$ cat src/rtl/ctm_pkg.sv
package ctm_pkg;

  // ***************************************************************
  // bus layout
  // ***************************************************************
  localparam int unsigned CTM_ADDR_W = 8;
  localparam logic [7:0] CTM_OFF_CTRL0 = 8'h00;
  localparam logic [7:0] CTM_OFF_CTRL1 = 8'h04;
  localparam logic [7:0] CTM_OFF_CNT_LO = 8'h08;
  localparam logic [7:0] CTM_OFF_CNT_HI = 8'h0c;
  localparam logic [7:0] CTM_OFF_CMPA_LO = 8'h10;
  localparam logic [7:0] CTM_OFF_CMPA_HI = 8'h14;
  localparam logic [7:0] CTM_OFF_FLAGS = 8'h18;

  // ***************************************************************
  // reset values
  // ***************************************************************
  localparam logic [7:0] CTM_CTRL0_RST = 8'h00;
  localparam logic [7:0] CTM_CTRL1_RST = 8'h00;
  localparam logic [9:0] CTM_CNT_RST = 10'h000;
  localparam logic [9:0] CTM_CMPA_RST = 10'h000;
  localparam logic [7:0] CTM_BUF_RST = 8'h00;
  localparam logic [1:0] CTM_FLAGS_RST = 2'h0;

  // ***************************************************************
  // field positions
  // ***************************************************************
  localparam int unsigned CTM_C0_PAUSE = 7;
  localparam int unsigned CTM_C0_CKSEL = 4;
  localparam int unsigned CTM_C0_ON = 3;
  localparam int unsigned CTM_C0_RP = 0;
  localparam int unsigned CTM_C1_MODE = 6;
  localparam int unsigned CTM_C1_OFUNC = 4;
  localparam int unsigned CTM_C1_OC = 3;
  localparam int unsigned CTM_C1_POL = 2;
  localparam int unsigned CTM_C1_DPX = 1;
  localparam int unsigned CTM_C1_CLR = 0;
  localparam int unsigned CTM_FLAG_A = 0;
  localparam int unsigned CTM_FLAG_P = 1;

  // ***************************************************************
  // encodings and counts
  // ***************************************************************
  typedef enum logic [1:0] {
    CTM_MODE_CMP = 2'h0,
    CTM_MODE_UNDEF = 2'h1,
    CTM_MODE_PWM = 2'h2,
    CTM_MODE_TMR = 2'h3
  } ctm_mode_t;

  localparam logic [2:0] CTM_CK_SYS4 = 3'h0;
  localparam logic [2:0] CTM_CK_SYS = 3'h1;
  localparam logic [2:0] CTM_CK_H16 = 3'h2;
  localparam logic [2:0] CTM_CK_H64 = 3'h3;
  localparam logic [2:0] CTM_CK_SUB0 = 3'h4;
  localparam logic [2:0] CTM_CK_SUB1 = 3'h5;
  localparam logic [2:0] CTM_CK_EXT_RISE = 3'h6;
  localparam logic [2:0] CTM_CK_EXT_FALL = 3'h7;

  localparam logic [1:0] CTM_SYS4_LAST = 2'h3;
  localparam logic [5:0] CTM_H16_LAST = 6'h0f;
  localparam logic [5:0] CTM_H64_LAST = 6'h3f;
  localparam logic [10:0] CTM_FULL_SPAN = 11'h400;

  // comparator-p span: value times 128, zero means full 1024 count
  function automatic logic [10:0] ctm_p_span(input logic [2:0] rp);
    ctm_p_span = (rp == 3'h0) ? CTM_FULL_SPAN : {1'b0, rp, 7'h00};
  endfunction

endpackage

$ cat src/rtl/ctm_timer.sv
`timescale 1ns/1ps
// Operation
// - ten-bit up counter steps on the chosen internal tick or pin edge
// - comparator p checks three bits against counter bits 9..7, a checks all ten
// - on-bit rising clears counter; on-bit low stops and keeps value
// - pause holds the counter; release continues from the held value
// - clock select picks sys/4, sys, high/16, high/64, sub, pin rise or fall
// - comparator p period is value times 128 clocks, zero gives 1024
// - mode field: 00 compare output, 10 pwm, 11 timer, 01 undefined
// - compare mode: a-match keeps, lows, highs or toggles the pin
// - compare mode: on-bit rising loads initial pin level from output control
// - forced level equal to present level gives no visible pin change
// - pwm output function: 00 inactive, 01 active, 10 waveform, 11 undefined
// - pwm output control picks active level; unused in timer mode
// - polarity bit inverts the pin; unused in timer mode
// - swap bit: 0 p period a duty, 1 a period p duty
// - clear select high clears on a-match or overflow, low on p-match
// - clear select is ignored in pwm mode
// - automatic clears by a match raise a timer request; overflow clears do not
// - counter is a read-only pair, comparator a a read/write pair
// - low-byte write fills buffer; high-byte write commits both bytes
// - high-byte read latches low byte into buffer; low read returns it
// - outside pwm mode, with a as clear source the p flag is never set
module ctm_timer (
  input wire logic pclk,
  input wire logic presetn,
  input wire logic clk_en,
  input wire logic psel,
  input wire logic penable,
  input wire logic pwrite,
  input wire logic [ctm_pkg::CTM_ADDR_W-1:0] paddr,
  input wire logic [31:0] pwdata,
  output logic [31:0] prdata,
  output logic pready,
  output logic pslverr,
  input wire logic high_clock_tick,
  input wire logic sub_clock_tick,
  input wire logic external_clock_pin,
  output logic waveform_output_pin,
  output logic waveform_output_en,
  output logic timer_irq
);
  import ctm_pkg::*;

  // ***************************************************************
  // state
  // ***************************************************************
  logic [7:0] ctrl0_q;
  logic [7:0] ctrl1_q;
  logic [9:0] cnt_q;
  logic [9:0] cmpa_q;
  logic [7:0] byte_buf_q;
  logic [1:0] flags_q;
  logic on_prev_q;
  logic [1:0] sys_div_q;
  logic [5:0] h_div_q;
  logic ext_s1_q;
  logic ext_s2_q;
  logic ext_s3_q;
  logic lvl_q;
  logic pready_q;
  logic pslverr_q;
  logic [31:0] prdata_q;
  logic pin_q;
  logic pin_en_q;
  logic irq_q;

  // ***************************************************************
  // field decode
  // ***************************************************************
  logic pause;
  logic on;
  logic [2:0] clk_sel;
  logic [2:0] rp;
  ctm_mode_t mode;
  logic [1:0] ofunc;
  logic oc;
  logic pol;
  logic dpx;
  logic clr_sel;
  logic pwm_mode;
  logic cmp_mode;

  assign pause = ctrl0_q[CTM_C0_PAUSE];
  assign on = ctrl0_q[CTM_C0_ON];
  assign clk_sel = ctrl0_q[CTM_C0_CKSEL +: 3];
  assign rp = ctrl0_q[CTM_C0_RP +: 3];
  assign mode = ctm_mode_t'(ctrl1_q[CTM_C1_MODE +: 2]);
  assign ofunc = ctrl1_q[CTM_C1_OFUNC +: 2];
  assign oc = ctrl1_q[CTM_C1_OC];
  assign pol = ctrl1_q[CTM_C1_POL];
  assign dpx = ctrl1_q[CTM_C1_DPX];
  assign clr_sel = ctrl1_q[CTM_C1_CLR];
  assign pwm_mode = (mode == CTM_MODE_PWM);
  assign cmp_mode = (mode == CTM_MODE_CMP);

  // ***************************************************************
  // apb slave, no wait state; every answer is registered in the setup cycle so it comes from a flop
  // ***************************************************************
  logic setup;
  logic done;
  logic wr_done;
  logic rd_done;
  logic addr_ok;
  logic [31:0] rd_mux;

  assign setup = psel & ~penable;
  assign done = psel & penable & pready_q;
  assign wr_done = done & pwrite;
  assign rd_done = done & ~pwrite;

  always_comb begin
    rd_mux = 32'h0000_0000;
    addr_ok = 1'b1;
    unique case (paddr)
      CTM_OFF_CTRL0: rd_mux[7:0] = ctrl0_q;
      CTM_OFF_CTRL1: rd_mux[7:0] = ctrl1_q;
      CTM_OFF_CNT_LO: rd_mux[7:0] = byte_buf_q;
      CTM_OFF_CNT_HI: rd_mux[1:0] = cnt_q[9:8];
      CTM_OFF_CMPA_LO: rd_mux[7:0] = byte_buf_q;
      CTM_OFF_CMPA_HI: rd_mux[1:0] = cmpa_q[9:8];
      CTM_OFF_FLAGS: rd_mux[1:0] = flags_q;
      default: addr_ok = 1'b0;
    endcase
  end

  always_ff @(posedge pclk or negedge presetn) begin
    if (!presetn) begin
      pready_q <= 1'b0;
      pslverr_q <= 1'b0;
      prdata_q <= 32'h0000_0000;
    end else if (clk_en) begin
      if (setup) begin
        pready_q <= 1'b1;
        pslverr_q <= ~addr_ok;
        prdata_q <= pwrite ? 32'h0000_0000 : rd_mux;
      end else if (done) begin
        pready_q <= 1'b0;
        pslverr_q <= 1'b0;
      end
    end
  end

  // ***************************************************************
  // control registers
  // ***************************************************************
  always_ff @(posedge pclk or negedge presetn) begin
    if (!presetn) begin
      ctrl0_q <= CTM_CTRL0_RST;
      ctrl1_q <= CTM_CTRL1_RST;
    end else if (clk_en && wr_done) begin
      if (paddr == CTM_OFF_CTRL0) begin
        ctrl0_q <= pwdata[7:0];
      end
      if (paddr == CTM_OFF_CTRL1) begin
        ctrl1_q <= pwdata[7:0];
      end
    end
  end

  // ***************************************************************
  // byte pairs through the shared buffer
  // ***************************************************************
  always_ff @(posedge pclk or negedge presetn) begin
    if (!presetn) begin
      cmpa_q <= CTM_CMPA_RST;
      byte_buf_q <= CTM_BUF_RST;
    end else if (clk_en) begin
      if (wr_done && paddr == CTM_OFF_CMPA_LO) begin
        byte_buf_q <= pwdata[7:0];
      end else if (wr_done && paddr == CTM_OFF_CMPA_HI) begin
        cmpa_q <= {pwdata[1:0], byte_buf_q};
      end else if (rd_done && paddr == CTM_OFF_CNT_HI) begin
        byte_buf_q <= cnt_q[7:0];
      end else if (rd_done && paddr == CTM_OFF_CMPA_HI) begin
        byte_buf_q <= cmpa_q[7:0];
      end
    end
  end

  // ***************************************************************
  // counter clock selection
  // ***************************************************************
  logic tick;

  always_ff @(posedge pclk or negedge presetn) begin
    if (!presetn) begin
      sys_div_q <= 2'h0;
      h_div_q <= 6'h00;
    end else if (clk_en) begin
      sys_div_q <= sys_div_q + 2'h1;
      if (high_clock_tick) begin
        h_div_q <= h_div_q + 6'h01;
      end
    end
  end

  // pin is asynchronous; only the second and third stages feed logic
  always_ff @(posedge pclk or negedge presetn) begin
    if (!presetn) begin
      ext_s1_q <= 1'b0;
      ext_s2_q <= 1'b0;
      ext_s3_q <= 1'b0;
    end else if (clk_en) begin
      ext_s1_q <= external_clock_pin;
      ext_s2_q <= ext_s1_q;
      ext_s3_q <= ext_s2_q;
    end
  end

  always_comb begin
    unique case (clk_sel)
      CTM_CK_SYS4: tick = (sys_div_q == CTM_SYS4_LAST);
      CTM_CK_SYS: tick = 1'b1;
      CTM_CK_H16: tick = high_clock_tick & (h_div_q[3:0] == CTM_H16_LAST[3:0]);
      CTM_CK_H64: tick = high_clock_tick & (h_div_q == CTM_H64_LAST);
      CTM_CK_SUB0: tick = sub_clock_tick;
      CTM_CK_SUB1: tick = sub_clock_tick;
      CTM_CK_EXT_RISE: tick = ext_s2_q & ~ext_s3_q;
      CTM_CK_EXT_FALL: tick = ~ext_s2_q & ext_s3_q;
    endcase
  end

  // ***************************************************************
  // counter and comparators
  // ***************************************************************
  logic on_rise;
  logic count_en;
  logic [10:0] nxt;
  logic [10:0] p_span;
  logic a_hit;
  logic p_hit;
  logic ovf;
  logic clr_evt;
  logic set_a;
  logic set_p;

  assign on_rise = on & ~on_prev_q;
  assign count_en = on & ~pause & tick;
  assign nxt = {1'b0, cnt_q} + 11'h001;
  assign p_span = ctm_p_span(rp);
  // matches are taken on the step that would reach the compare value
  assign a_hit = count_en & (nxt == {1'b0, cmpa_q});
  assign p_hit = count_en & (nxt == p_span);
  assign ovf = count_en & nxt[10];
  assign clr_evt = (pwm_mode ? dpx : clr_sel) ? (a_hit | ovf) : p_hit;
  assign set_a = a_hit;
  assign set_p = p_hit & (pwm_mode | ~clr_sel);

  always_ff @(posedge pclk or negedge presetn) begin
    if (!presetn) begin
      on_prev_q <= 1'b0;
      cnt_q <= CTM_CNT_RST;
    end else if (clk_en) begin
      on_prev_q <= on;
      if (on_rise) begin
        cnt_q <= CTM_CNT_RST;
      end else if (count_en) begin
        cnt_q <= clr_evt ? CTM_CNT_RST : nxt[9:0];
      end
    end
  end

  // ***************************************************************
  // match flags and request pulse
  // ***************************************************************
  logic [1:0] flag_clr;

  assign flag_clr = (wr_done && paddr == CTM_OFF_FLAGS) ? pwdata[1:0] : 2'h0;

  always_ff @(posedge pclk or negedge presetn) begin
    if (!presetn) begin
      flags_q <= CTM_FLAGS_RST;
      irq_q <= 1'b0;
    end else if (clk_en) begin
      // a set in the clearing cycle wins
      flags_q <= (flags_q & ~flag_clr) | {set_p, set_a};
      irq_q <= set_a | set_p;
    end
  end

  // ***************************************************************
  // output pin
  // ***************************************************************
  logic [10:0] duty_span;
  logic pwm_act;
  logic pwm_lvl;

  assign duty_span = dpx ? p_span : {1'b0, cmpa_q};
  // counter never reaches a duty at or above the period, so it stays active
  assign pwm_act = ({1'b0, cnt_q} < duty_span);

  always_comb begin
    unique case (ofunc)
      2'h0: pwm_lvl = ~oc;
      2'h1: pwm_lvl = oc;
      2'h2: pwm_lvl = pwm_act ? oc : ~oc;
      2'h3: pwm_lvl = ~oc;
    endcase
  end

  always_ff @(posedge pclk or negedge presetn) begin
    if (!presetn) begin
      lvl_q <= 1'b0;
    end else if (clk_en && cmp_mode) begin
      if (on_rise) begin
        lvl_q <= oc;
      end else if (a_hit) begin
        // forcing the present level leaves the pin unchanged
        unique case (ofunc)
          2'h0: lvl_q <= lvl_q;
          2'h1: lvl_q <= 1'b0;
          2'h2: lvl_q <= 1'b1;
          2'h3: lvl_q <= ~lvl_q;
        endcase
      end
    end
  end

  always_ff @(posedge pclk or negedge presetn) begin
    if (!presetn) begin
      pin_q <= 1'b0;
      pin_en_q <= 1'b0;
    end else if (clk_en) begin
      pin_en_q <= cmp_mode | pwm_mode;
      if (cmp_mode) begin
        pin_q <= lvl_q ^ pol;
      end else if (pwm_mode) begin
        pin_q <= pwm_lvl ^ pol;
      end else begin
        pin_q <= 1'b0;
      end
    end
  end

  assign prdata = prdata_q;
  assign pready = pready_q;
  assign pslverr = pslverr_q;
  assign waveform_output_pin = pin_q;
  assign waveform_output_en = pin_en_q;
  assign timer_irq = irq_q;
endmodule

$ cat config.mk
export PLATFORM = sky130hd
export DESIGN_NAME = ctm_timer
export DESIGN_NICKNAME = d
export VERILOG_FILES = /design/src/rtl/ctm_pkg.sv /design/src/rtl/ctm_timer.sv
export SDC_FILE = /design/constraint.sdc
export NUM_CORES = 1
export LEC_CHECK = 0
export BUFFER_PORTS_ARGS = -buffer_cell sky130_fd_sc_hd__buf_2
export CORE_MARGIN = 3
export CORE_UTILIZATION = 40
export CTS_CLUSTER_DIAMETER = 200
export DETAILED_ROUTE_END_ITERATION = 10
export GPL_TIMING_DRIVEN = 1
export PLACE_DENSITY_LB_ADDON = 0.12
export SYNTH_ARGS = -nofsm -noshare
export SYNTH_HDL_FRONTEND = slang
export SYNTH_SLANG_ARGS = --single-unit
export TNS_END_PERCENT = 5
$ cat constraint.sdc
create_clock -name pclk -period 2.4 [get_ports pclk]
set_input_delay 0.36 -clock pclk [delete_from_list [all_inputs] [get_ports pclk]]
set_output_delay 0.36 -clock pclk [all_outputs]
set_load 0.02 [all_outputs]
# ---- Word level (Yosys, flattened, before mapping)
# Cells that the tools add are included.
dict set report totals {
  elab_cells 139
  reg_bits 96
  inputBits 49
}
dict set report op_classes {
  n_bitwise 36
  n_eq_ne 24
  n_lt_le_gt_ge 1
  muxes 27
  reduce_logical 29
  addsub 3
}
# cell count
set op_table {}
lappend op_table {{two-way mux 8 bit} 5}
lappend op_table {{two-way mux 10 bit} 3}
lappend op_table {{== test 8 x 5 -> 1 bit, second input constant} 3}
lappend op_table {{two-way mux 11 bit} 2}
lappend op_table {{one-hot mux 6 bit (3 select lines)} 1}
lappend op_table {{AND 1 bit} 16}
lappend op_table {{== test 8 x 4 -> 1 bit, second input constant} 2}
lappend op_table {{== test 3 bit, second input constant} 4}
lappend op_table {{one-hot mux 2 bit (6 select lines)} 1}
lappend op_table {{AND reduction 2 bit} 6}
lappend op_table {{adder 10 x 1 -> 11 bit, second input constant} 1}
lappend op_table {{== test 11 x 10 -> 1 bit} 1}
lappend op_table {{== test 11 bit} 1}
lappend op_table {{less-than comparator 10 x 11 -> 1 bit} 1}
lappend op_table {{two-way mux 1 bit} 11}
lappend op_table {{inverter 1 bit} 11}
lappend op_table {{AND reduction 3 bit} 3}
lappend op_table {{== test 2 bit, second input constant} 4}
lappend op_table {{== test 8 x 3 -> 1 bit, second input constant} 1}
lappend op_table {{logical NOT 8 bit} 1}
lappend op_table {{logical AND 1 bit} 7}
lappend op_table {{one-hot mux 1 bit (7 select lines)} 1}
lappend op_table {{OR reduction 7 bit} 1}
lappend op_table {{adder 6 x 1 -> 6 bit, second input constant} 1}
lappend op_table {{19 further kinds} 32}

# ---- Depth between registers and ports, before layout
dict set report logic_depth {
  ltp_word 10
  mapped_depth 10
  depth_no_buf 9
}

# ---- Worst setup path before layout
# OpenSTA, ideal clock, no wires.
dict set report synth_timing {
  kind {register to register}
  from {register cnt_q[0]}
  to {register cnt_q[3]}
  synth_period_minus_slack_ns 2.477
  arrival_time_ns 2.384
  required_ns 2.307
  stages_incl_launch_ff 10
  n_path_buf 1
  path_slack_ns -0.077
  path_cell_list {dfrtp_1 ha_1 buf_4 nand4_4 or3_4 and3_1 a221o_2 nand3_4 a32oi_4 o31ai_2}
}
dict set report synth_via {
  elab_chain_len 8
  word_cells_on_any_way 11
}
# element line_no
set synth_lines {}
lappend synth_lines {{start, declared} ctm_timer.sv:50} ;# logic [9:0] cnt_q;
lappend synth_lines {{start signal, assigned} ctm_timer.sv:259} ;# cnt_q <= clr_evt ? CTM_CNT_RST : nxt[9:0];
lappend synth_lines {{adder 10 x 1 -> 11 bit *} ctm_timer.sv:240} ;# assign nxt = {1'b0, cnt_q} + 11'h001;
lappend synth_lines {{== test 11 x 10 -> 1 bit} ctm_timer.sv:243} ;# assign a_hit = count_en & (nxt == {1'b0, cmpa_q});
lappend synth_lines {{AND 1 bit} ctm_timer.sv:243}
lappend synth_lines {{OR 1 bit} ctm_timer.sv:246} ;# assign clr_evt = (pwm_mode ? dpx : clr_sel) ? (a_hit | ovf) : p_hit;
lappend synth_lines {{two-way mux 1 bit} ctm_timer.sv:246}
lappend synth_lines {{two-way mux 10 bit *} ctm_timer.sv:259}
lappend synth_lines {{two-way mux 10 bit *} ctm_timer.sv:258} ;# end else if (count_en) begin
lappend synth_lines {{two-way mux 10 bit *} ctm_timer.sv:256} ;# if (on_rise) begin
# Mark *: on every way between the ends. The rest lies on a longest branch, timed or not. The select of a mux whose other input is x is not followed.
# A chain may end at the register's enable or synchronous reset.

# ---- Final worst setup path
dict set report layout_timing {
  from {register cnt_q[0]}
  to {register cnt_q[6]}
}
# Same word-level chain as after synthesis.

==> flow_metrics.py <==
metrics = {
    "run_status": {
        "status": "finished, violations left",
        "violations": "negative setup slack",
    },
    "routing": {
        "detailroute.wirelength.met3_um": 584,
        "avgRoutedWirePerCell_um": 17.7,
        "drcViolationCount": 0,
        "vias": 4214,
        "highest-signal-layer": "met4",
        "final_antenna_net_count": 0,
        "met1_length_mm": 6.70,
        "routed-wl-met2_mm": 6.25,
        "via_per_inst": 5.42,
        "drtIter0Drc": 267,
        "drtPass1Iterations": 4,
        "wl_mm": 13.7,
    },
    "logic_synthesis": {
        "yosysWarningCount": 0,
        "post_synth.cell_area_avg_um2": 9.82,
        "ys_ff_latch": 72,
        "number_of_enable_type_register_cells_in_the_synthesized_netlist": 0,
        "ys_seq_area_frac": 0.357,
        "synthFlopType": "dfrtp_1",
        "mapped_cells": 514,
        "post_synth_num_cell_types": 75,
        "mappedNetlistArea_mm2": 0.00505,
        "ys_async_sr_fraction": 1.00,
    },
    "finish": {
        "stdcell_area_mm2": 0.00627,
        "fin_nets": 672,
        "insertedDiodeCount": 0,
        "layout-drive-gt1-share": 0.333,
        "fillerInstances": 1175,
        "finish.cell_count_without_fillers": 778,
        "syn2layout_area_growth_pct": 24.3,
        "postLayoutCoreUtil": 0.516,
    },
    "worst_hold_path": {
        "hold_path.class": "in -> async",
    },
    "timing": {
        "timing.final.max_slew_violations": 0,
        "final.setup.worst_slack_ns": -0.00914,
        "timing.fmax_mhz": 415,
        "hold_violation_total_from_the_final_report": 0,
        "worst_clock_skew_ns": 0.00746,
        "rsz_0062_raised_after_global_routing": "yes",
        "setup-violations-final": 1,
        "period_share": 1.00,
        "post_layout_minimum_cycle_time_ns": 2.41,
        "slew-limit-headroom": 0.439,
        "tightest_slew_ns": 0.841,
    },
    "global_routing": {
        "grt_usage": 0.198,
        "first_global_vias": 4120,
        "grt_antenna_before_repair": 0,
        "grt_start_max_net_pins": 63,
        "grt_first_pass_wirelength_mm": 21.9,
        "remaining_overflow_grt": 0,
    },
    "cts": {
        "clk_path_buf_depth": 2,
        "clkSlewWorstSetupHoldPaths_ns": 0.06,
        "cts_inserted_buffers": 9,
        "h-tree-depth": 3,
        "tritoncts_clock_tree": "yes",
        "cts_num_sinks": 72,
        "cts_root_buf": "clkbuf_16",
        "clock_insertion_delay_worst_skew_ns": 0.34,
        "cts-hold-fix-buffers": 0,
    },
    "power": {
        "vdd_ir_drop_max_v": 0.000500,
        "power_density_mw_per_mm2": 502,
        "leakage_nw": 2.88,
    },
    "worst_setup_path": {
        "path_max_fanout": 6,
        "required_worst_endpoint_ns": 2.61,
        "startpoint_type": "flop",
        "timing.critical_path.arrival_ns": 2.62,
        "critical_path.endpoint_type": "flop",
        "reg2reg_slack_ns": -0.009,
        "worst_r2r_path_depth": 11,
        "reg2reg_from": "cnt_q[0]",
        "worstReg2RegEnd": "cnt_q[6]",
        "critical_path_type": "reg -> reg",
    },
    "placement": {
        "placedCellCount": 755,
        "post_dp_cell_area_mm2": 0.00575,
        "setup_ws_pre_cts_ns": -0.0263,
        "hpwl_after_dpl_mm": 10.1,
        "portBuffers": 37,
        "place.gp.congestion": 0.868,
    },
    "flow_run": {
        "cap_viol_max_count": 0,
    },
    "die": {
        "dieArea_mm2": 0.0140,
        "core.rowCount": 40,
        "initial_utilization": 0.415,
        "die_y_um": 118,
        "die-width_um": 118,
        "core_region_area_mm2": 0.0122,
        "pin_count": 86,
    },
}
==> sequential cells by signal, indices dropped and copies added, names as in the netlist <==
register	count
pready	1
waveform_output_en	1
lvl_q	1
ext_s2_q	1
sys_div_q	2
ctrl1_q	8
pslverr	1
ext_s1_q	1
cmpa_q	10
cnt_q	10
byte_buf_q	8
ctrl0_q	8
h_div_q	6
flags_q	2
timer_irq	1
on_prev_q	1
prdata	8
waveform_output_pin	1
ext_s3_q	1
==> routing by layer <==
layer  vias to the layer above  global-route usage
met3                        10              0.0344
met1                      2069               0.281
li1                       2028                   -
met4                         0              0.0725
met2                       107               0.302
met5                         -                   0
==> worst max path at each step <==
| stage | startpoint | slack, ns | end | depth (start not counted) |
|---|---|---|---|---|
| finish | cnt_q[0] | -0.009 | cnt_q[6] | 11 |
| global route | cnt_q[0] | -0.11 | cnt_q[6] | 11 |
| CTS | cnt_q[0] | -0.03 | cnt_q[6] | 9 |
| detailed placement | cnt_q[0] | -0.03 | cnt_q[6] | 9 |
| global placement | cnt_q[2] | -0.03 | cnt_q[8] | 7 |
| floorplan | cnt_q[1] | 0.004 | cnt_q[3] | 9 |
==> cell type report <==
cell class              instances  area, µm²  share of cell area
repair buffers                112        816               0.130
inverters                      11       41.3             0.00658
clock buffers                  10        239              0.0381
well taps                     168        210              0.0335
flip-flops and latches         72       1810               0.288
multi-input cells             400       3100               0.494
clock inverters                 5       63.8              0.0102
==> per-stage QoR <==
step	hold slack, ns	total power [mW]	setup TNS, ns
6_report	0.104	3.15	-0.00914
5_1_grt	0.174	3.31	-0.693
4_1_cts	0.148	3.18	-0.0911
3_5_place_dp	0.469	1.76	-0.0422
3_3_place_gp	0.468	1.75	-0.0623
2_1_floorplan	0.0644	1.65	0
==> logic make-up after synthesis <==
logic type | synth area share
buffers and inverters | 0.0761
XOR/XNOR | 0.0570
AO/OA/AOI/OAI | 0.168
AND/OR/NAND/NOR | 0.184
adder cells (fa/ha/maj) | 0.0421
flip-flops | 0.357
other | 0.000743
multiplexers | 0.115
==> worst max-delay path, stage by stage (launching register included) <==
cell	delay [ns]
dfrtp_2	0.42
buf_6	0.13
nand3_4	0.12
buf_6	0.15
buf_4	0.13
xnor2_2	0.12
nor4_1	0.28
and4_4	0.31
buf_6	0.13
a211oi_2	0.06
o31ai_2	0.30
o31ai_4	0.12
==> report_power, final <==
group          leakage [nW]  internal (mW)  switching (mW)
clock                 0.146          0.839           0.570
sequential            0.967           1.31          0.0728
combinational          1.77          0.154           0.202
==> synthesized netlist by cell type, drive strengths merged (3+ instances only) <==
master	count	area share
xnor2	8	0.014
mux2i	22	0.044
o21ai	27	0.028
nand2	45	0.034
and4	4	0.0069
nor2b	8	0.0099
or2	3	0.0037
xor3	3	0.014
xnor3	3	0.013
a211o	3	0.0052
or3	3	0.0047
o211ai	3	0.0045
and2	4	0.0050
a21o	12	0.018
nor3	13	0.014
and4b	3	0.0059
ha	17	0.042
xor2	9	0.016
nand2b	9	0.011
o31ai	10	0.020
a22oi	9	0.013
nor4	4	0.0050
a2111oi	3	0.0052
dfrtp	72	0.36
nand3b	4	0.0059
mux2	32	0.071
nand4	3	0.0067
buf	39	0.057
nand3	22	0.025
a21oi	9	0.0089
clkbuf	15	0.011
a211oi	13	0.019
and3	7	0.0087
inv	11	0.0082
a31oi	6	0.0074
nor2	25	0.020
==> repair_timing <==
action                     CTS  global route
setup buffers                0             8
setup endpoints to repair    6            13
pin swaps                    0            10
resized for setup            1            40
cloned                       0             0
==> cell usage in the layout, fill, tap and decap left out, types with 4 or more instances in the layout <==
cell type	count
xor2_1	9
mux2i_1	22
nor2_1	22
nand2_1	44
a21oi_1	8
nor3_1	11
buf_2	36
xnor2_1	7
o31ai_2	6
nand2b_1	9
and2_1	4
buf_6	4
dfrtp_1	69
a31oi_1	6
mux2_2	32
inv_1	11
nand3_1	19
and3_1	7
buf_12	4
conb_1	24
o21ai_0	21
nand3b_1	4
clkbuf_16	9
nor2b_1	8
ha_1	15
a211oi_1	11
o21ai_1	4
a22oi_1	9
a21o_1	12
buf_4	68
Power figures use the tool's default switching activity.
